==> src/cfg_loader_consts.svh <==
// Named constants for the configuration handshake block.
// Assumes a 100 MHz system clock and an AXI4-Lite register port.
`ifndef CFG_LOADER_CONSTS_SVH
`define CFG_LOADER_CONSTS_SVH

// ----------------------------------------------------------------
// Timing
// ----------------------------------------------------------------
`define CFG_CLK_MHZ          100
`define CFG_POWERUP_MS       100
`define CFG_POWERUP_CYC      (`CFG_POWERUP_MS * 1000 * `CFG_CLK_MHZ)
`define CFG_RESTART_US       2
`define CFG_RESTART_CYC      (`CFG_RESTART_US * `CFG_CLK_MHZ)
`define CFG_OSC_KHZ          4000
`define CFG_OSC_DIV          ((`CFG_CLK_MHZ * 1000) / `CFG_OSC_KHZ)
`define CFG_DONE_TIMEOUT_TK  4'ha
`define CFG_INIT_TK          4'ha

// ----------------------------------------------------------------
// Register offsets
// ----------------------------------------------------------------
`define CFG_REG_CTRL         8'h00
`define CFG_REG_STATE        8'h04
`define CFG_REG_IRQ_STAT     8'h08
`define CFG_REG_IRQ_MASK     8'h0c

// ----------------------------------------------------------------
// Control fields, interrupt fields, bus answers
// ----------------------------------------------------------------
`define CFG_CTRL_AUTO_RESTART 0
`define CFG_CTRL_TIMEOUT_DIS  1
`define CFG_CTRL_USER_CLK     2
`define CFG_CTRL_ACTIVE       3
`define CFG_CTRL_RESET        4'h0
`define CFG_IRQ_ERROR         0
`define CFG_IRQ_USER          1
`define CFG_IRQ_SUPPLY        2
`define CFG_IRQ_RESET         3'h0
`define CFG_RESP_OKAY         2'h0
`define CFG_RESP_SLVERR       2'h2

`endif

==> src/cfg_loader_pkg.sv <==
// Types shared by the configuration handshake block.
// Assumes nothing beyond the constants header.
package cfg_loader_pkg;

	// Gray along power-up, idle, load, done wait, init, user
	typedef enum logic [2:0] {
		CFG_POWERUP   = 3'h0,
		CFG_IDLE      = 3'h1,
		CFG_LOAD      = 3'h3,
		CFG_DONE_WAIT = 3'h2,
		CFG_INIT      = 3'h6,
		CFG_USER      = 3'h7,
		CFG_ERROR     = 3'h5,
		CFG_RESTART   = 3'h4
	} cfg_state_t;

endpackage

==> src/cfg_handshake.sv <==
// Configuration control and status handshake with AXI4-Lite registers.
// Assumes a data path that reports the last byte and frame errors,
// and pads that resolve the open-drain lines from the enables.
`timescale 1ns/1ps
`default_nettype none
`include "cfg_loader_consts.svh"

//
// Contract
// - Status line driven low at power-up, released within 100 ms.
// - Any configuration error drives status low and halts until restart.
// - With auto-restart, status pulses low briefly then loading restarts alone.
// - Supply fault during user mode drives and holds status low.
// - Start input low keeps device in reset; configuring begins when high.
// - Start high begins active loading or readies passive acceptance at once.
// - Done line pulled low while configuration data is loading.
// - After final byte the done line is released to rise.
// - Rising done line commands initialization then user mode.
// - Done not high within ten clocks of last byte: error, status low.
// - Timeout-disable option suppresses that error; wait for rising edge.
// - Initialization lasts ten oscillator cycles, then user mode.
// - User clock option counts the ten cycles on the user clock.
module cfg_handshake
	import cfg_loader_pkg::*;
#(
	parameter logic [23:0] POWERUP_CYCLES = 24'(`CFG_POWERUP_CYC)
) (
	input  wire logic                       aclk,                   // System clock
	input  wire logic                       aresetn,                // Synchronous reset, low
	input  wire logic [7:0]                 s_axi_awaddr,           // Write address
	input  wire logic                       s_axi_awvalid,          // Write address valid
	output logic                            s_axi_awready,          // Write address ready
	input  wire logic [31:0]                s_axi_wdata,            // Write data
	input  wire logic [3:0]                 s_axi_wstrb,            // Write strobes
	input  wire logic                       s_axi_wvalid,           // Write data valid
	output logic                            s_axi_wready,           // Write data ready
	output logic [1:0]                      s_axi_bresp,            // Write response
	output logic                            s_axi_bvalid,           // Write response valid
	input  wire logic                       s_axi_bready,           // Write response ready
	input  wire logic [7:0]                 s_axi_araddr,           // Read address
	input  wire logic                       s_axi_arvalid,          // Read address valid
	output logic                            s_axi_arready,          // Read address ready
	output logic [31:0]                     s_axi_rdata,            // Read data
	output logic [1:0]                      s_axi_rresp,            // Read response
	output logic                            s_axi_rvalid,           // Read data valid
	input  wire logic                       s_axi_rready,           // Read data ready
	input  wire logic                       cfg_begin_n,            // Start input, low holds reset
	input  wire logic                       cfg_status_low_n_in,    // Sensed status line
	output logic                            cfg_status_low_n_oe,    // Pull status line low
	input  wire logic                       cfg_finished_wired_in,  // Sensed done line
	output logic                            cfg_finished_wired_oe,  // Pull done line low
	input  wire logic                       user_startup_clock,     // User start-up clock level
	output logic                            internal_osc_clock_out, // Oscillator clock out
	input  wire logic                       last_byte_read,         // Final data byte pulse
	input  wire logic                       frame_error,            // Data error pulse
	input  wire logic                       supply_fault,           // Supply fault level
	output logic                            load_enable,            // Data path may load
	output logic                            user_mode,              // Device in user mode
	output cfg_loader_pkg::cfg_state_t      cfg_phase,              // Current phase
	output logic                            irq                     // Interrupt, high
);
	import cfg_loader_pkg::*;

	// ----------------------------------------------------------------
	// Declarations
	// ----------------------------------------------------------------
	cfg_state_t  state;
	cfg_state_t  next_state;
	logic [3:0]  ctrl;
	logic [2:0]  irq_stat;
	logic [2:0]  irq_mask;
	logic [2:0]  next_irq_stat;
	logic [2:0]  irq_event;
	logic        power_fault;
	logic        done_prev;
	logic        done_rise;
	logic        user_prev;
	logic        user_rise;
	logic        osc_tick;
	logic        timer_reached;
	logic        tick_reached;
	logic        tick_step;
	logic [23:0] timer_limit;
	logic        phase_change;
	logic        aw_held;
	logic        w_held;
	logic [7:0]  aw_addr;
	logic [31:0] w_data;
	logic [3:0]  w_strb;
	logic        wr_commit;
	logic        wr_hit;
	logic        auto_restart;
	logic        timeout_dis;
	logic        user_clk_sel;

	assign auto_restart = ctrl[`CFG_CTRL_AUTO_RESTART];
	assign timeout_dis  = ctrl[`CFG_CTRL_TIMEOUT_DIS];
	assign user_clk_sel = ctrl[`CFG_CTRL_USER_CLK];

	// ----------------------------------------------------------------
	// Oscillator and counters
	// ----------------------------------------------------------------
	rate_divider #(.DIV(`CFG_OSC_DIV)) osc_div (
		.aclk    (aclk),
		.aresetn (aresetn),
		.tick    (osc_tick)
	);

	assign phase_change = (next_state != state);
	assign timer_limit  = (state == CFG_POWERUP) ? POWERUP_CYCLES : 24'(`CFG_RESTART_CYC);

	span_counter #(.W(24)) phase_timer (
		.aclk    (aclk),
		.aresetn (aresetn),
		.clear   (phase_change),
		.step    (1'b1),
		.limit   (timer_limit),
		.reached (timer_reached)
	);

	assign tick_step = (state == CFG_INIT && user_clk_sel) ? user_rise : osc_tick;

	span_counter #(.W(4)) tick_timer (
		.aclk    (aclk),
		.aresetn (aresetn),
		.clear   (phase_change),
		.step    (tick_step),
		.limit   ((state == CFG_INIT) ? `CFG_INIT_TK : `CFG_DONE_TIMEOUT_TK),
		.reached (tick_reached)
	);

	// ----------------------------------------------------------------
	// Line sensing
	// ----------------------------------------------------------------
	// Done line rising edge
	assign done_rise = cfg_finished_wired_in && !done_prev;
	assign user_rise = user_startup_clock && !user_prev;

	always_ff @(posedge aclk) begin
		if (!aresetn) begin
			done_prev <= 1'b1;
			user_prev <= 1'b0;
		end else begin
			done_prev <= cfg_finished_wired_in;
			user_prev <= user_startup_clock;
		end
	end

	always_ff @(posedge aclk) begin
		if (!aresetn) begin
			internal_osc_clock_out <= 1'b0;
		end else if (osc_tick) begin
			internal_osc_clock_out <= !internal_osc_clock_out;
		end
	end

	// ----------------------------------------------------------------
	// Phase sequencer
	// ----------------------------------------------------------------
	always_comb begin
		next_state = state;
		case (state)
			CFG_POWERUP:   if (timer_reached) next_state = CFG_IDLE;
			CFG_IDLE:      if (cfg_begin_n) next_state = CFG_LOAD;
			CFG_LOAD: begin
				if (frame_error) next_state = CFG_ERROR;
				else if (last_byte_read) next_state = CFG_DONE_WAIT;
			end
			CFG_DONE_WAIT: begin
				if (done_rise) next_state = CFG_INIT;
				else if (tick_reached && !timeout_dis) next_state = CFG_ERROR;
			end
			CFG_INIT:      if (tick_reached) next_state = CFG_USER;
			CFG_USER:      if (supply_fault) next_state = CFG_ERROR;
			CFG_ERROR:     if (auto_restart && !power_fault) next_state = CFG_RESTART;
			CFG_RESTART:   if (timer_reached) next_state = CFG_LOAD;
			default:       next_state = CFG_POWERUP;
		endcase
		if (!cfg_begin_n && state != CFG_POWERUP) begin
			next_state = CFG_IDLE;
		end
	end

	always_ff @(posedge aclk) begin
		if (!aresetn) begin
			state <= CFG_POWERUP;
		end else begin
			state <= next_state;
		end
	end

	always_ff @(posedge aclk) begin
		if (!aresetn) begin
			power_fault <= 1'b0;
		end else if (state == CFG_USER && next_state == CFG_ERROR) begin
			power_fault <= 1'b1;
		end else if (next_state != CFG_ERROR) begin
			power_fault <= 1'b0;
		end
	end

	// ----------------------------------------------------------------
	// Pin and status outputs
	// ----------------------------------------------------------------
	always_ff @(posedge aclk) begin
		if (!aresetn) begin
			cfg_status_low_n_oe   <= 1'b1;
			cfg_finished_wired_oe <= 1'b0;
			load_enable           <= 1'b0;
			user_mode             <= 1'b0;
			cfg_phase             <= CFG_POWERUP;
		end else begin
			cfg_status_low_n_oe   <= (next_state == CFG_POWERUP) || (next_state == CFG_ERROR) ||
			                         (next_state == CFG_RESTART);
			cfg_finished_wired_oe <= (next_state == CFG_LOAD);
			load_enable           <= (next_state == CFG_LOAD);
			user_mode             <= (next_state == CFG_USER);
			cfg_phase             <= next_state;
		end
	end

	// ----------------------------------------------------------------
	// Interrupts
	// ----------------------------------------------------------------
	assign irq_event[`CFG_IRQ_ERROR]  = (next_state == CFG_ERROR) && (state != CFG_ERROR);
	assign irq_event[`CFG_IRQ_USER]   = (next_state == CFG_USER) && (state != CFG_USER);
	assign irq_event[`CFG_IRQ_SUPPLY] = (state == CFG_USER) && (next_state == CFG_ERROR);

	always_comb begin
		next_irq_stat = irq_stat;
		if (wr_commit && wr_hit && aw_addr == `CFG_REG_IRQ_STAT && w_strb[0]) begin
			next_irq_stat = irq_stat & ~w_data[2:0];
		end
		// Set wins over clear
		next_irq_stat = next_irq_stat | irq_event;
	end

	always_ff @(posedge aclk) begin
		if (!aresetn) begin
			irq_stat <= `CFG_IRQ_RESET;
			irq      <= 1'b0;
		end else begin
			irq_stat <= next_irq_stat;
			irq      <= |(next_irq_stat & irq_mask);
		end
	end

	// ----------------------------------------------------------------
	// AXI4-Lite write side
	// ----------------------------------------------------------------
	assign wr_commit = aw_held && w_held && !s_axi_bvalid;
	assign wr_hit    = (aw_addr == `CFG_REG_CTRL) || (aw_addr == `CFG_REG_STATE) ||
	                   (aw_addr == `CFG_REG_IRQ_STAT) || (aw_addr == `CFG_REG_IRQ_MASK);

	always_ff @(posedge aclk) begin
		if (!aresetn) begin
			s_axi_awready <= 1'b0;
			aw_held       <= 1'b0;
			aw_addr       <= 8'h00;
		end else if (s_axi_awvalid && s_axi_awready) begin
			s_axi_awready <= 1'b0;
			aw_held       <= 1'b1;
			aw_addr       <= s_axi_awaddr;
		end else if (wr_commit) begin
			aw_held       <= 1'b0;
		end else if (!aw_held && !s_axi_bvalid) begin
			s_axi_awready <= 1'b1;
		end
	end

	always_ff @(posedge aclk) begin
		if (!aresetn) begin
			s_axi_wready <= 1'b0;
			w_held       <= 1'b0;
			w_data       <= 32'h0000_0000;
			w_strb       <= 4'h0;
		end else if (s_axi_wvalid && s_axi_wready) begin
			s_axi_wready <= 1'b0;
			w_held       <= 1'b1;
			w_data       <= s_axi_wdata;
			w_strb       <= s_axi_wstrb;
		end else if (wr_commit) begin
			w_held       <= 1'b0;
		end else if (!w_held && !s_axi_bvalid) begin
			s_axi_wready <= 1'b1;
		end
	end

	always_ff @(posedge aclk) begin
		if (!aresetn) begin
			s_axi_bvalid <= 1'b0;
			s_axi_bresp  <= `CFG_RESP_OKAY;
		end else if (wr_commit) begin
			s_axi_bvalid <= 1'b1;
			s_axi_bresp  <= wr_hit ? `CFG_RESP_OKAY : `CFG_RESP_SLVERR;
		end else if (s_axi_bready) begin
			s_axi_bvalid <= 1'b0;
		end
	end

	always_ff @(posedge aclk) begin
		if (!aresetn) begin
			ctrl     <= `CFG_CTRL_RESET;
			irq_mask <= `CFG_IRQ_RESET;
		end else if (wr_commit && w_strb[0]) begin
			if (aw_addr == `CFG_REG_CTRL) ctrl <= w_data[3:0];
			if (aw_addr == `CFG_REG_IRQ_MASK) irq_mask <= w_data[2:0];
		end
	end

	// ----------------------------------------------------------------
	// AXI4-Lite read side
	// ----------------------------------------------------------------
	always_ff @(posedge aclk) begin
		if (!aresetn) begin
			s_axi_arready <= 1'b0;
			s_axi_rvalid  <= 1'b0;
			s_axi_rdata   <= 32'h0000_0000;
			s_axi_rresp   <= `CFG_RESP_OKAY;
		end else if (s_axi_arvalid && s_axi_arready) begin
			s_axi_arready <= 1'b0;
			s_axi_rvalid  <= 1'b1;
			s_axi_rresp   <= `CFG_RESP_OKAY;
			case (s_axi_araddr)
				`CFG_REG_CTRL:     s_axi_rdata <= {28'h0000000, ctrl};
				`CFG_REG_STATE:    s_axi_rdata <= {24'h000000, cfg_status_low_n_in,
				                                   cfg_finished_wired_in, cfg_begin_n,
				                                   power_fault, 1'b0, state};
				`CFG_REG_IRQ_STAT: s_axi_rdata <= {29'h0000000, irq_stat};
				`CFG_REG_IRQ_MASK: s_axi_rdata <= {29'h0000000, irq_mask};
				default: begin
					s_axi_rdata <= 32'h0000_0000;
					s_axi_rresp <= `CFG_RESP_SLVERR;
				end
			endcase
		end else if (s_axi_rvalid) begin
			if (s_axi_rready) begin
				s_axi_rvalid <= 1'b0;
			end
		end else begin
			s_axi_arready <= 1'b1;
		end
	end

	// ----------------------------------------------------------------
	// Checks
	// ----------------------------------------------------------------
	powerup_drive_a: assert property (
		@(posedge aclk) disable iff (!aresetn)
		(state == CFG_POWERUP) |-> cfg_status_low_n_oe && !load_enable)
		else $error("status line not driven during power-up");

	error_hold_a: assert property (
		@(posedge aclk) disable iff (!aresetn)
		(state == CFG_ERROR && !auto_restart && cfg_begin_n) ##1 cfg_begin_n
		|-> (state == CFG_ERROR) && cfg_status_low_n_oe)
		else $error("error state not held with status low");

	restart_pulse_a: assert property (
		@(posedge aclk) disable iff (!aresetn)
		($rose(state == CFG_RESTART) && cfg_begin_n) ##1 cfg_begin_n[*7]
		|-> cfg_status_low_n_oe && (state == CFG_RESTART))
		else $error("auto restart pulse too short");

	supply_fault_a: assert property (
		@(posedge aclk) disable iff (!aresetn)
		(state == CFG_USER && supply_fault && cfg_begin_n)
		|=> (state == CFG_ERROR) && cfg_status_low_n_oe && !user_mode)
		else $error("supply fault did not raise error");

	hold_reset_a: assert property (
		@(posedge aclk) disable iff (!aresetn)
		(!cfg_begin_n && state != CFG_POWERUP) |=> (state == CFG_IDLE) && !cfg_finished_wired_oe)
		else $error("start low did not hold reset");

	start_load_a: assert property (
		@(posedge aclk) disable iff (!aresetn)
		(state == CFG_IDLE && cfg_begin_n) |=> load_enable && cfg_finished_wired_oe)
		else $error("loading did not start at once");

	done_release_a: assert property (
		@(posedge aclk) disable iff (!aresetn)
		(state == CFG_LOAD && last_byte_read && !frame_error && cfg_begin_n)
		|=> !cfg_finished_wired_oe && (state == CFG_DONE_WAIT))
		else $error("done line not released after last byte");

	init_trigger_a: assert property (
		@(posedge aclk) disable iff (!aresetn)
		(state == CFG_DONE_WAIT && done_rise && cfg_begin_n) |=> (state == CFG_INIT))
		else $error("done rise did not start initialization");

	timeout_error_a: assert property (
		@(posedge aclk) disable iff (!aresetn)
		(state == CFG_DONE_WAIT && !done_rise && tick_reached && !timeout_dis && cfg_begin_n)
		|=> cfg_status_low_n_oe && (state == CFG_ERROR))
		else $error("done timeout did not flag error");

	no_timeout_a: assert property (
		@(posedge aclk) disable iff (!aresetn)
		(state == CFG_DONE_WAIT && !done_rise && timeout_dis && cfg_begin_n)
		|=> (state == CFG_DONE_WAIT))
		else $error("timeout raised while disabled");
endmodule
`default_nettype wire

==> src/rate_divider.sv <==
// One-cycle enable pulse every DIV system clocks.
// Assumes a single clock and synchronous active-low reset.
`timescale 1ns/1ps
`default_nettype none
module rate_divider #(
	parameter int DIV = 25
) (
	input  wire logic aclk,    // System clock
	input  wire logic aresetn, // Synchronous reset, low
	output logic      tick     // Enable pulse
);
	logic [7:0] count;

	always_ff @(posedge aclk) begin
		if (!aresetn) begin
			count <= 8'h00;
			tick  <= 1'b0;
		end else if (count == 8'(DIV - 1)) begin
			count <= 8'h00;
			tick  <= 1'b1;
		end else begin
			count <= 8'(count + 8'h01);
			tick  <= 1'b0;
		end
	end
endmodule
`default_nettype wire

==> src/span_counter.sv <==
// Saturating event counter with a reached flag.
// Assumes clear and step come from the same clock domain.
`timescale 1ns/1ps
`default_nettype none
module span_counter #(
	parameter int W = 24
) (
	input  wire logic         aclk,    // System clock
	input  wire logic         aresetn, // Synchronous reset, low
	input  wire logic         clear,   // Restart from zero
	input  wire logic         step,    // Count one event
	input  wire logic [W-1:0] limit,   // Target count
	output logic              reached  // Count at or past target
);
	logic [W-1:0] count;

	always_ff @(posedge aclk) begin
		if (!aresetn || clear) begin
			count <= '0;
		end else if (step && !reached) begin
			count <= W'(count + 1'b1);
		end
	end

	assign reached = (count >= limit);
endmodule
`default_nettype wire
==> config.mk <==
export PLATFORM = sky130hd
export DESIGN_NAME = cfg_handshake
export DESIGN_NICKNAME = d
export VERILOG_FILES = /design/src/cfg_loader_pkg.sv /design/src/cfg_handshake.sv /design/src/rate_divider.sv /design/src/span_counter.sv
export VERILOG_INCLUDE_DIRS = /design/src /design/src/src
export SDC_FILE = /design/constraint.sdc
export NUM_CORES = 1
export LEC_CHECK = 0
export ABC_AREA = 1
export BUFFER_PORTS_ARGS = -buffer_cell sky130_fd_sc_hd__buf_4
export CORE_MARGIN = 2
export CORE_UTILIZATION = 30
export CTS_CLUSTER_SIZE = 12
export DETAILED_ROUTE_END_ITERATION = 16
export SYNTH_ARGS = -nofsm -noshare
export SYNTH_HDL_FRONTEND = slang
export SYNTH_HIERARCHICAL = 1
export SYNTH_SLANG_ARGS = --single-unit
==> constraint.sdc <==
create_clock -name aclk -period 9.02 [get_ports aclk]
set_clock_uncertainty 0.15 [all_clocks]
set_input_delay 0.451 -clock aclk [delete_from_list [all_inputs] [get_ports aclk]]
set_output_delay 0.451 -clock aclk [all_outputs]
set_load 0.05 [all_outputs]
### Word-level counts from Yosys, hierarchy flattened

Index checks and enable logic that the tools add are counted.

| operators by class | value |
|---|---|
| reductions and logical operators | 57 |
| equal/unequal tests | 22 |
| bitwise gates (word level) | 6 |
| muxes and demuxes | 29 |
| order comparisons | 2 |
| add/sub/neg operators | 3 |

Operators with widths:

| cell | count |
|---|---|
| 3-bit 2-to-1 mux | 12 |
| 8-bit by 4-bit equality test with 1-bit output (second input constant) | 4 |
| 8-bit one-hot mux with 4 select lines | 1 |
| 24-bit by 1-bit adder with 24-bit output (second input constant) | 1 |
| 24-bit greater-or-equal comparator | 1 |
| 24-bit 2-to-1 mux | 1 |
| 3-bit one-hot mux with 8 select lines | 1 |
| 3-bit equality test (second input constant) | 7 |
| 1-bit logical AND | 21 |
| 8-bit by 3-bit equality test with 1-bit output (second input constant) | 2 |
| 8-bit zero test | 2 |
| 1-bit 2-to-1 mux | 12 |
| 1-bit zero test | 11 |
| 3-bit by 2-bit equality test with 1-bit output (second input constant) | 3 |
| 3-bit inequality test (second input constant) | 3 |
| 8-bit by 1-bit adder with 8-bit output (second input constant) | 1 |
| 8-bit by 5-bit equality test with 1-bit output (second input constant) | 1 |
| 2-bit AND reduction | 4 |
| 2-bit nonzero test | 4 |
| 2-bit OR reduction | 4 |
| 3-bit bitwise AND | 2 |
| 3-bit zero test | 2 |
| 1-bit logical OR | 6 |
| 4-bit by 1-bit adder with 4-bit output (second input constant) | 1 |
| other kinds (10) | 12 |

| word-level totals | value |
|---|---|
| input bits | 66 |
| logic and storage cells | 148 |
| register bits after elaboration | 114 |

### Depth between registers and ports, before layout

Gate-level depths: netlist of run 1.

| logic depth | value |
|---|---|
| depth in word-level cells | 11 |
| depth in mapped cells | 28 |
| gate-level depth less buffers | 25 |

### By module

Netlist of run 1, hierarchy kept.

By module, submodules not included:

| module | cells each | area each (µm²) | times used | sequential area each (µm²) |
|---|---|---|---|---|
| cfg_handshake | 356 | 2635.0 | 1 | 1021.0 |
| span_counter at phase_timer | 351 | 2254.7 | 1 | 480.5 |
| rate_divider | 67 | 437.9 | 1 | 180.2 |
| span_counter at tick_timer | 61 | 376.6 | 1 | 80.1 |

### Least setup slack after synthesis of run 1

Ideal clock, no wire load.

| timing path | value |
|---|---|
| kind | register to register |
| start point | reg cfg_phase[2] (netlist name) |
| end point | reg phase_timer.count[0] |
| path slack | 5.200 ns |
| arrival time | 3.538 ns |
| buffers on the path | 2 |
| clock period less this slack | 3.820 ns |
| stages on the path, launching flop included | 24 |
| required time | 8.738 ns |
| path through | dfxtp_1 > inv_1 > nand2_4 > clkinv_4 > inv_1 > ha_1 > a21o_1 > nor2_1 > nand2_1 > a21oi_4 > buf_6 > nand2_1 > nand2_1 > inv_1 > nand2_2 > nand3_1 > nor2_1 > nand4_4 > xor2_1 > nand4_1 > nor2_1 > inv_1 > clkbuf_1 > a21oi_1 |

RTL lines:

| what | RTL line | RTL |
|---|---|---|
| end signal, assigned | span_counter.sv:21 | `count <= W'(count + 1'b1);` |
| end, declared | span_counter.sv:15 | `logic [W-1:0] count;` |

==> tab_implementation.tex, run 1 <==
\begin{tabular}{lr}
\hline
Metric & Value \\
\hline
\multicolumn{2}{l}{\textbf{Run status}} \\
\quad Outcome & finished, final reports clean \\
\multicolumn{2}{l}{\textbf{Synthesis}} \\
\quad Total of flip-flops plus latches after synthesis & 88 \\
\quad Synthesized area & 0.00570 mm\^{}2 \\
\quad Most frequently used flop master after synthesis & dfxtp\_1 \\
\quad Post-Synthesis Cells & 835 \\
\quad Synth warnings & 6 \\
\quad Xor/xnor cell area share of the yosys netlist & 2.46\% \\
\quad Main combinational cell family by area after synthesis & simple AND/OR/NAND/NOR gates \\
\quad Post-synth EDFFs & 0 \\
\quad Area share of and/or/nand/nor cells after synthesis & 34.9\% \\
\quad Average cell area after synthesis & 6.83 um\^{}2 \\
\quad Async set-or-reset flop fraction in the synthesized netlist & 0\% \\
\quad Netlist cell types & 49 \\
\quad Post-synthesis compound-gate area fraction & 11.0\% \\
\quad Multiplexer area fraction after synthesis & 0\% \\
\quad Adder-cell area share of the yosys netlist & 7.02\% \\
\quad Sequential element share of the synthesized area & 30.9\% \\
\multicolumn{2}{l}{\textbf{Clock tree}} \\
\quad TritonCTS clock tree & built \\
\quad Post-CTS Resized & 0 \\
\quad Setup fix buffers added after clock tree synthesis & 0 \\
\quad Clock tree root buffer cell & clkbuf\_16 \\
\quad Total number of H-tree levels & 3 \\
\quad Post-cts hold buffer count & 0 \\
\quad Clock network latency to the later pin of the worst-skew pair & 350 ps \\
\quad TritonCTS Sinks & 88 \\
\quad Clock tree buffer depth & 2 \\
\quad Total clock buffers created by CTS & 9 \\
\quad Clock edge transition at the registers on the reported setup and hold paths & 60 ps \\
\multicolumn{2}{l}{\textbf{Cells and area}} \\
\quad Nets & 1,001 \\
\quad Share of cells above drive strength 1 & 13.7\% \\
\quad Layout Utilization & 35.2\% \\
\quad Antenna fix cells & 0 \\
\quad Area growth syn-to-layout & 15.4\% \\
\quad Most common library cell in the layout ignoring fill and taps & nand2\_1 \\
\quad Highest-count cells in the layout ignoring fill and taps & nand2\_1, inv\_1, nor2\_1, dfxtp\_1, buf\_4 \\
\multicolumn{2}{l}{\textbf{Timing}} \\
\quad Worst-margin pin slew & 802 ps \\
\quad Setup slack after layout & 4420 ps \\
\quad Final Hold Vio Count & 0 \\
\quad Highest Clock Rate & 217 MHz \\
\quad Final setup violating endpoints & 0 \\
\quad Max Slew Vio Count & 0 \\
\quad Normalized max-slew margin & 45.8\% \\
\quad Setup TNS & 0 ps \\
\quad Unrepaired setup endpoints after global routing & no \\
\quad Shortest clock period the worst path allows after layout & 4600 ps \\
\quad Final Cycle Share & 51.0\% \\
\multicolumn{2}{l}{\textbf{Power and ir drop}} \\
\quad Power density normalized to cell area & 163 mW/mm\^{}2 \\
\quad Leakage power & 3.02 nW \\
\quad Worst vdd ir & 0.142 mV \\
\multicolumn{2}{l}{\textbf{Global routing}} \\
\quad Met3 Usage GRT & 3.00\% \\
\quad Most heavily used metal layer in global routing & met2 \\
\quad Pin count of the biggest net entering global routing & 37 \\
\quad Leftover overflow at the end of global routing & 0 \\
\quad Number of antenna violations at the first check in global routing & 0 \\
\quad GR Layer Usage met1 & 16.4\% \\
\quad Number of global-route vias before repair & 4,714 \\
\quad Global Route met2 Usage & 23.7\% \\
\quad Total Routing Usage GR & 13.4\% \\
\quad Wire length of the first global-routing pass & 22.1 mm \\
\multicolumn{2}{l}{\textbf{Placed design}} \\
\quad Post-Place Worst Slack & 4400 ps \\
\quad Final GP Congestion & 0.872 \\
\quad \# port buffers & 58 \\
\quad Detail Placement HPWL & 9.73 mm \\
\multicolumn{2}{l}{\textbf{Floorplanning}} \\
\quad Total core area & 0.0187 mm\^{}2 \\
\quad DIE WIDTH & 142 um \\
\quad Die extent in y & 142 um \\
\quad Effective utilization at floorplan & 30.5\% \\
\quad Floorplan row count & 50 \\
\quad Number of top-level pins & 116 \\
\quad Overall die area & 0.0201 mm\^{}2 \\
\multicolumn{2}{l}{\textbf{Worst setup path}} \\
\quad Max stage delay cell, worst path & dfxtp\_1 \\
\quad Startpoint class of the critical path & flop \\
\quad Top fanout value on the critical path & 26 \\
\quad Required time at the worst-slack endpoint & 9060 ps \\
\quad Path type of the worst setup path & flop to flop \\
\quad CP Cell Sequence & inv\_1 > nand2\_4 > clkinv\_4 > inv\_1 > ha\_1 > a21o\_1 > nor2\_1 > nand2\_1 > a21oi\_4 > buf\_4 > nand2\_1 > nand2\_1 > inv\_1 > nand2\_2 > nand3\_1 > nor2\_1 > nand4\_4 > xor2\_1 > nand4\_1 > nor2\_1 > inv\_1 > a21oi\_1 \\
\quad CP dominant cell by count & inv\_1 \\
\quad Highest cell delay on the worst timing path & 660 ps \\
\quad CP endpoint kind & flop \\
\quad CP Data Arrival Time & 4640 ps \\
\multicolumn{2}{l}{\textbf{Routing}} \\
\quad First-pass detailed-route iteration total & 5 \\
\quad Routed Antenna Nets & 0 \\
\quad Routed wire length & 12.8 mm \\
\quad Via count & 5,076 \\
\quad DRC violation total after the first TritonRoute iteration & 217 \\
\quad Remaining design rule violation count & 0 \\
\quad Routed len/inst & 11.2 um \\
\quad Routed via count divided by cell count & 4.44 \\
\multicolumn{2}{l}{\textbf{Min path}} \\
\quad Worst hold path class & input pin to flop \\
\multicolumn{2}{l}{\textbf{Flow run}} \\
\quad Number of max-capacitance violations reported & 0 \\
\hline
\end{tabular}
## layer usage
metal  share of wire [%]  vias up
met5                   0        -
met4                 1.3        0
met3                 3.5       13
met2                  49       76
met1                  46     2244
li1                    -     2743
## area by class of cell
type | instances | area [um^2]
Multi-Input combinational cell | 628 | 3330
Sequential cell | 88 | 1760
Inverter | 117 | 444
Clock buffer | 10 | 239
Tap cell | 234 | 293
Timing Repair Buffer | 59 | 443
Clock inverter | 6 | 72.6
Fill cell | 2036 | 12100
## cell usage after synthesis, types with 2 or more instances
cell      count  area (um^2)
a21o_1        2         15.0
nand3_2       7         70.1
nand3_1      22          110
a21oi_1      52          260
clkinv_1      2         7.51
xnor2_1       8         70.1
conb_1        2         7.51
inv_2         6         22.5
o41ai_1       2         17.5
ha_1         32          400
nor2_2       10         62.6
nand3_4       2         35.0
nand2_4       2         22.5
buf_2         2         10.0
o21ai_2       2         17.5
buf_1         2         7.51
nand3b_1     10         75.1
o21a_1        3         22.5
xor2_1        8         70.1
nand2_1     208          781
buf_4        28          210
dfxtp_1      88         1760
nand4_1      42          263
nor3_2        2         20.0
nand2_2       5         31.3
nor2_4        3         33.8
and2_1        2         12.5
or2_2         2         12.5
a21oi_4       2         32.5
inv_1       108          405
buf_6         7         78.8
nor2_1       97          364
clkbuf_1      7         26.3
o21ai_0      43          215
## kinds of logic (layout without fill, tap and decap cells)
kind of cell / after synthesis / after routing
simple gates: 422 / 422
buf+inv: 163 / 192
compound gates: 112 / 112
flops: 88 / 88
fa+ha+maj: 32 / 32
xor+xnor: 16 / 16
other cells: 2 / 46
## flip-flops by register name, summed over array words and instances, names as in the netlist, 3 cells and up
signal and count:
aw_addr 8, s_axi_rdata 8, osc_div/count 8, ctrl 4, phase_timer/count 24, irq_mask 3, cfg_phase 3, tick_timer/count 4
irq_stat 3, w_data 4
## per-stage QoR
step,instance area (um^2),hold WS [ps],power [mW],instances
global placement,6270,288,0.685,1126
floorplan,5870,280,0.640,879
CTS,6580,137,1.08,1142
finish,6580,148,1.07,1142
detailed placement,6270,290,0.689,1126
global route,6580,161,1.13,1142
## worst max-delay path, delay by kind of cell, from the launching register on
| kind | cells | cell delay (ps) |
|---|---|---|
| XOR/XNOR | 1 | 180 |
| adder cells (fa/ha/maj) | 1 | 240 |
| flip-flops | 1 | 660 |
| buffers and inverters | 6 | 1440 |
| AND/OR/NAND/NOR | 11 | 1370 |
| AO/OA/AOI/OAI | 3 | 380 |
## path summary, 6_finish.rpt
kind                    startpoint                    to  slack (ps)  depth (start not counted)
max                   cfg_phase[2]  phase_timer/count[0]        4420                         22
min          cfg_finished_wired_in             done_prev         150                          3
min reg2reg         s_axi_rdata[0]        s_axi_rdata[0]         310                          2
max reg2reg           cfg_phase[2]  phase_timer/count[0]        4420                         22
## where the power goes
part,switching (mW),total (mW),internal (mW)
Combinational,0.181,0.255,0.0741
Sequential,0.0196,0.423,0.404
Clock,0.167,0.393,0.226
Total,0.368,1.07,0.703
(Power assumes the default switching activity.)
==> run 2, diff against run 1 <==
==> constraint.sdc (replaced) <==
create_clock -name aclk -period 4.1 [get_ports aclk]
set_clock_uncertainty 0.15 [all_clocks]
set_input_delay 0.205 -clock aclk [delete_from_list [all_inputs] [get_ports aclk]]
set_output_delay 0.205 -clock aclk [all_outputs]
set_load 0.05 [all_outputs]
==> tab_implementation.tex, run 2 (synthesis results as in run 1) <==
\begin{tabular}{lr}
\hline
Metric & Value \\
\hline
\multicolumn{2}{l}{\textbf{Run status}} \\
\quad Outcome & finished, final reports clean \\
\multicolumn{2}{l}{\textbf{Timing}} \\
\quad Normalized max-slew margin & 44.7\% \\
\quad Final setup violating endpoints & 0 \\
\quad Worst-margin pin slew & 819 ps \\
\quad Highest Clock Rate & 270 MHz \\
\quad Shortest clock period the worst path allows after layout & 3700 ps \\
\quad Max Slew Vio Count & 0 \\
\quad Final Cycle Share & 90.3\% \\
\quad Setup TNS & 0 ps \\
\quad Final Hold Vio Count & 0 \\
\multicolumn{2}{l}{\textbf{Clock tree}} \\
\quad Total clock buffers created by CTS & 9 \\
\quad Clock network latency to the later pin of the worst-skew pair & 350 ps \\
\quad Clock tree root buffer cell & clkbuf\_16 \\
\quad Total number of H-tree levels & 3 \\
\quad TritonCTS clock tree & built \\
\quad Clock edge transition at the registers on the reported setup and hold paths & 60 ps \\
\quad TritonCTS Sinks & 88 \\
\quad Clock tree buffer depth & 2 \\
\multicolumn{2}{l}{\textbf{Cells and area}} \\
\quad Sequential Area & 0.00176 mm\^{}2 \\
\quad Area of all placed cells without fillers & 0.00683 mm\^{}2 \\
\quad Area growth syn-to-layout & 19.8\% \\
\quad Register ranked first by flip-flop count & phase\_timer/count \\
\quad Fill count & 1,990 \\
\quad Nets & 1,026 \\
\quad Footprint of the multi-input gates & 0.00334 mm\^{}2 \\
\quad Share of cells above drive strength 1 & 14.3\% \\
\quad Highest-count cells in the layout ignoring fill and taps & nand2\_1, inv\_1, nor2\_1, dfxtp\_1, buf\_4 \\
\quad Max reg flops & 24 \\
\quad Most common library cell in the layout ignoring fill and taps & nand2\_1 \\
\quad Antenna fix cells & 0 \\
\multicolumn{2}{l}{\textbf{Global routing}} \\
\quad Number of global-route vias before repair & 4,872 \\
\quad Number of antenna violations at the first check in global routing & 0 \\
\quad Pin count of the biggest net entering global routing & 37 \\
\quad Global Route met2 Usage & 23.7\% \\
\quad Wire length of the first global-routing pass & 22.0 mm \\
\quad Met3 Usage GRT & 3.24\% \\
\quad GR Layer Usage met1 & 16.0\% \\
\quad Most heavily used metal layer in global routing & met2 \\
\quad Total Routing Usage GR & 13.3\% \\
\quad Leftover overflow at the end of global routing & 0 \\
\multicolumn{2}{l}{\textbf{Min path}} \\
\quad Worst Hold Depth & 2 \\
\quad Worst hold path class & input pin to flop \\
\multicolumn{2}{l}{\textbf{Routing}} \\
\quad Routed wire length & 12.9 mm \\
\quad DRC violation total after the first TritonRoute iteration & 260 \\
\quad First-pass detailed-route iteration total & 4 \\
\quad Routed Antenna Nets & 0 \\
\quad Routed len/inst & 11.1 um \\
\quad Via count & 5,187 \\
\quad Routed via count divided by cell count & 4.45 \\
\quad Remaining design rule violation count & 0 \\
\multicolumn{2}{l}{\textbf{Worst setup path}} \\
\quad Startpoint class of the critical path & flop \\
\quad CP Data Arrival Time & 3830 ps \\
\quad R2R setup slack & 400 ps \\
\quad Top fanout value on the critical path & 12 \\
\quad Required time at the worst-slack endpoint & 4220 ps \\
\quad CP endpoint kind & flop \\
\quad Path type of the worst setup path & flop to flop \\
\quad Number of cell instances on the worst register-to-register path & 22 \\
\multicolumn{2}{l}{\textbf{Placed design}} \\
\quad Detail Placement HPWL & 9.68 mm \\
\quad Dpl cell area & 0.00630 mm\^{}2 \\
\quad \# port buffers & 58 \\
\quad Final GP Congestion & 0.827 \\
\multicolumn{2}{l}{\textbf{Power and ir drop}} \\
\quad Power density normalized to cell area & 359 mW/mm\^{}2 \\
\quad Worst vdd ir & 0.231 mV \\
\quad Leakage power & 3.13 nW \\
\quad PnR Total Power & 2.46 mW \\
\multicolumn{2}{l}{\textbf{Floorplanning}} \\
\quad Die extent in y & 142 um \\
\quad Effective utilization at floorplan & 30.5\% \\
\quad Number of top-level pins & 116 \\
\quad Total core area & 0.0187 mm\^{}2 \\
\quad Floorplan row count & 50 \\
\quad DIE WIDTH & 142 um \\
\quad Overall die area & 0.0201 mm\^{}2 \\
\multicolumn{2}{l}{\textbf{Flow run}} \\
\quad Number of max-capacitance violations reported & 0 \\
\hline
\end{tabular}
## run 2: cell count changes in the layout (fill, tap and decap cells not counted), sizes merged
cell and change:
inv -2, clkinvlp +1, clkbuf -1, clkinv +1
dlygate4sd3 +18, buf +6, bufinv +1
## run 2: power by group
group	switching [mW]	internal [mW]	total [mW]
sequential	0.0258	0.888	0.914
combinational	0.453	0.202	0.655
clock	0.352	0.535	0.886
total	0.831	1.62	2.46
## run 2: final timing paths
check                                    start                    end
worst max-delay path              cfg_phase[1]  phase_timer/count[14]
worst min-delay path                   aresetn              done_prev
worst max register to register    cfg_phase[1]  phase_timer/count[14]
worst min register to register  s_axi_rdata[0]         s_axi_rdata[0]
## run 2: per-stage QoR
step	hold slack, ps	std cells	worst slack, ps	util, %
after floorplan	148	879	280	-
after global placement	253	1130	343	33.7
after detailed placement	259	1130	253	33.7
after CTS	43.7	1163	213	36.3
after global routing	70.2	1166	-1.59	36.5
final	57.4	1166	397	36.5
## run 2: area by class of cell
class | instances | share of cell area [%]
Clock buffer | 9 | 3.30
Clock inverter | 6 | 1.34
Inverter | 117 | 6.56
Multi-Input combinational cell | 628 | 48.9
Sequential cell | 88 | 25.8
Tap cell | 234 | 4.28
Timing Repair Buffer | 83 | 9.78
Timing Repair inverter | 1 | 0.110
## run 2: what timing repair did
item,CTS,global route
setup endpoints to repair,0,24
hold endpoints to repair,19,0
buffers inserted,0,2
hold buffers,18,0
resized for setup,0,5
## run 2: worst max-delay path: stages, from the launching register on
cell and delay (ps):
dfxtp_1 320, nor2_2 210, nand2_4 120, clkinv_4 130
inv_1 60, ha_1 310, a21o_1 180, nor2_1 100
nand2_1 120, a21oi_4 140, nand2_1 130, nand2_1 90
inv_1 50, nand2_2 60, nand3_1 70, nor2_1 180
nand4_4 170, xor2_1 180, nand4_1 170, nor2_4 250
clkinvlp_4 100, buf_4 190, a21oi_1 140
## run 2: routing by layer
layer	routed length, um	part of all wire (%)
met1	5950	46
met4	178	1.4
met5	0	0
met2	6300	49
met3	497	3.8
==> run 3, diff against run 2 <==
--- a/config.mk
+++ b/config.mk
@@ -8,6 +8,7 @@
 export LEC_CHECK = 0
 export ABC_AREA = 1
 export BUFFER_PORTS_ARGS = -buffer_cell sky130_fd_sc_hd__buf_4
+export CORE_ASPECT_RATIO = 0.5
 export CORE_MARGIN = 2
 export CORE_UTILIZATION = 30
 export CTS_CLUSTER_SIZE = 12
==> tab_implementation.tex, run 3 (synthesis results as in run 1) <==
\begin{tabular}{lr}
\hline
Metric & Value \\
\hline
\multicolumn{2}{l}{\textbf{Cells and area}} \\
\quad Antenna fix cells & 0 \\
\quad Max reg flops & 24 \\
\quad Nets & 1,026 \\
\quad Area growth syn-to-layout & 20.0\% \\
\quad Area of all placed cells without fillers & 0.00684 mm\^{}2 \\
\quad Layout Utilization & 36.9\% \\
\quad Highest-count cells in the layout ignoring fill and taps & nand2\_1, inv\_1, nor2\_1, dfxtp\_1, buf\_4 \\
\quad Most common library cell in the layout ignoring fill and taps & nand2\_1 \\
\quad Share of cells above drive strength 1 & 14.3\% \\
\quad Register ranked first by flip-flop count & phase\_timer/count \\
\multicolumn{2}{l}{\textbf{Worst setup path}} \\
\quad CP dominant cell by count & nand2\_1 \\
\quad Highest cell delay on the worst timing path & 340 ps \\
\quad R2R setup slack & 300 ps \\
\quad Worst path bufs/invs & 7 \\
\quad Path type of the worst setup path & flop to flop \\
\quad Max stage delay cell, worst path & nor2\_2 \\
\quad CP Data Arrival Time & 3930 ps \\
\quad Required time at the worst-slack endpoint & 4230 ps \\
\quad Top fanout value on the critical path & 12 \\
\quad Startpoint class of the critical path & flop \\
\quad CP endpoint kind & flop \\
\quad Number of cell instances on the worst register-to-register path & 25 \\
\quad Critical path depth in cells & 25 \\
\quad Critical path's top delay family & simple AND/OR/NAND/NOR gates \\
\multicolumn{2}{l}{\textbf{Routing}} \\
\quad Routed Antenna Nets & 0 \\
\quad First-pass detailed-route iteration total & 4 \\
\quad Routed via count divided by cell count & 4.42 \\
\quad Remaining design rule violation count & 0 \\
\quad DRC violation total after the first TritonRoute iteration & 276 \\
\quad Routed wire length & 13.4 mm \\
\quad Routed len/inst & 11.3 um \\
\quad Via count & 5,265 \\
\multicolumn{2}{l}{\textbf{Floorplanning}} \\
\quad Die extent in y & 102 um \\
\quad Total core area & 0.0185 mm\^{}2 \\
\quad Overall die area & 0.0202 mm\^{}2 \\
\quad Number of top-level pins & 116 \\
\quad DIE WIDTH & 199 um \\
\quad Effective utilization at floorplan & 30.8\% \\
\quad Floorplan row count & 35 \\
\multicolumn{2}{l}{\textbf{Power and ir drop}} \\
\quad Fraction of power consumed by sequential logic & 38.1\% \\
\quad Power density normalized to cell area & 350 mW/mm\^{}2 \\
\quad Part of the total power dissipated in the clock network & 34.7\% \\
\quad Net switching share of the total power & 36.6\% \\
\quad Switching pwr & 0.875 mW \\
\quad Leakage power & 3.12 nW \\
\quad Logic gate share of total power & 27.2\% \\
\quad Cell-internal power & 1.52 mW \\
\quad Worst vdd ir & 0.200 mV \\
\quad PnR Total Power & 2.39 mW \\
\multicolumn{2}{l}{\textbf{Clock tree}} \\
\quad Clock tree buffer depth & 2 \\
\quad Total number of H-tree levels & 3 \\
\quad TritonCTS clock tree & built \\
\quad TritonCTS Sinks & 88 \\
\quad Total clock buffers created by CTS & 9 \\
\quad Clock tree root buffer cell & clkbuf\_16 \\
\quad Clock network latency to the later pin of the worst-skew pair & 350 ps \\
\quad Clock edge transition at the registers on the reported setup and hold paths & 70 ps \\
\multicolumn{2}{l}{\textbf{Flow run}} \\
\quad Number of max-capacitance violations reported & 0 \\
\multicolumn{2}{l}{\textbf{Min path}} \\
\quad Worst hold path class & input pin to flop \\
\quad Worst Hold Depth & 3 \\
\multicolumn{2}{l}{\textbf{Timing}} \\
\quad Setup TNS & 0 ps \\
\quad Final setup violating endpoints & 0 \\
\quad Final Cycle Share & 92.7\% \\
\quad Normalized max-slew margin & 50.9\% \\
\quad Shortest clock period the worst path allows after layout & 3800 ps \\
\quad Unrepaired setup endpoints after global routing & no \\
\quad Worst-margin pin slew & 727 ps \\
\quad Final Hold Vio Count & 0 \\
\quad Max Slew Vio Count & 0 \\
\quad Highest Clock Rate & 263 MHz \\
\multicolumn{2}{l}{\textbf{Global routing}} \\
\quad Leftover overflow at the end of global routing & 0 \\
\quad Wire length of the first global-routing pass & 22.2 mm \\
\quad Total Routing Usage GR & 13.6\% \\
\quad Pin count of the biggest net entering global routing & 37 \\
\quad Number of global-route vias before repair & 4,822 \\
\quad Number of antenna violations at the first check in global routing & 0 \\
\multicolumn{2}{l}{\textbf{Placed design}} \\
\quad \# port buffers & 58 \\
\quad Dpl cell area & 0.00633 mm\^{}2 \\
\quad Final GP Congestion & 0.845 \\
\quad Detail Placement HPWL & 9.95 mm \\
\multicolumn{2}{l}{\textbf{Run status}} \\
\quad Outcome & finished, final reports clean \\
\hline
\end{tabular}
[run 3: cell types whose count changed in the layout (fill, tap and decap cells not counted), sizes merged]
| cell | delta |
|---|---|
| clkinvlp | +1 |
| clkinv | +1 |
| bufinv | -2 |
| inv | +1 |
[run 3: area by class of cell]
cell class                 instances  area, um^2
timing repair buffer              83         668
inverter                         117         448
clock buffer                       9         225
multi-input combinational        628        3330
timing repair inverter             1        7.51
sequential                        88        1760
clock inverter                     7        75.1
tap                              259         324
fill                            1975       11700
[run 3: worst reg2reg max path, stage by stage, from the launching register on]
cell,delay [ps]
dfxtp_1,310
inv_1,210
nand2_4,130
clkinv_4,130
inv_1,60
ha_1,300
nand2_1,70
inv_1,50
nand2_1,60
nand2_1,40
nand2_1,60
nand2_1,110
a21oi_4,140
nand2_1,120
nand2_1,90
inv_1,40
nand2_2,60
nand3_1,70
nor2_1,200
nand4_4,180
xor2_1,170
nand4_1,140
nor2_2,340
clkinvlp_4,150
buf_4,200
a21oi_1,130
[run 3: power groups by stage]
stage | Combinational (mW) | Clock, mW | Sequential [mW]
finish | 0.651 | 0.829 | 0.913
global route | 0.714 | 0.883 | 0.918
CTS | 0.605 | 0.851 | 0.913
detailed placement | 0.589 | 0 | 0.933
global placement | 0.578 | 0 | 0.931
floorplan | 0.433 | 0 | 0.976
[run 3: stage by stage]
| step | setup slack, ps | cells | hold slack [ps] |
|---|---|---|---|
| 2_1_floorplan | 280 | 879 | 148 |
| 3_3_place_gp | 362 | 1155 | 257 |
| 3_5_place_dp | 313 | 1155 | 260 |
| 4_1_cts | 272 | 1189 | 49.1 |
| 5_1_grt | 5.07 | 1192 | 56.0 |
| 6_report | 299 | 1192 | 55.9 |
[run 3: timing repair]
action | 4_1_cts | 5_1_grt
resized for setup | 0 | 3
hold buffers | 18 | 0
endpoints found under the hold margin | 19 | 0
buffers inserted | 0 | 2
endpoints found under the setup margin | 0 | 10
[run 3: routing by layer]
metal / track usage (%) / vias to the layer above / wire [um]
li1: - / 2790 / -
met5: 0 / - / 0
met3: 2.96 / 14 / 497
met1: 17.1 / 2366 / 6480
met2: 23.6 / 95 / 6280
met4: 3.96 / 0 / 162
[run 3: final timing paths]
path	from	endpoint
max	cfg_phase[2]	phase_timer/count[7]
min	s_axi_arvalid	s_axi_rdata[3]
max reg2reg	cfg_phase[2]	phase_timer/count[7]
min reg2reg	osc_div/count[0]	osc_div/count[0]
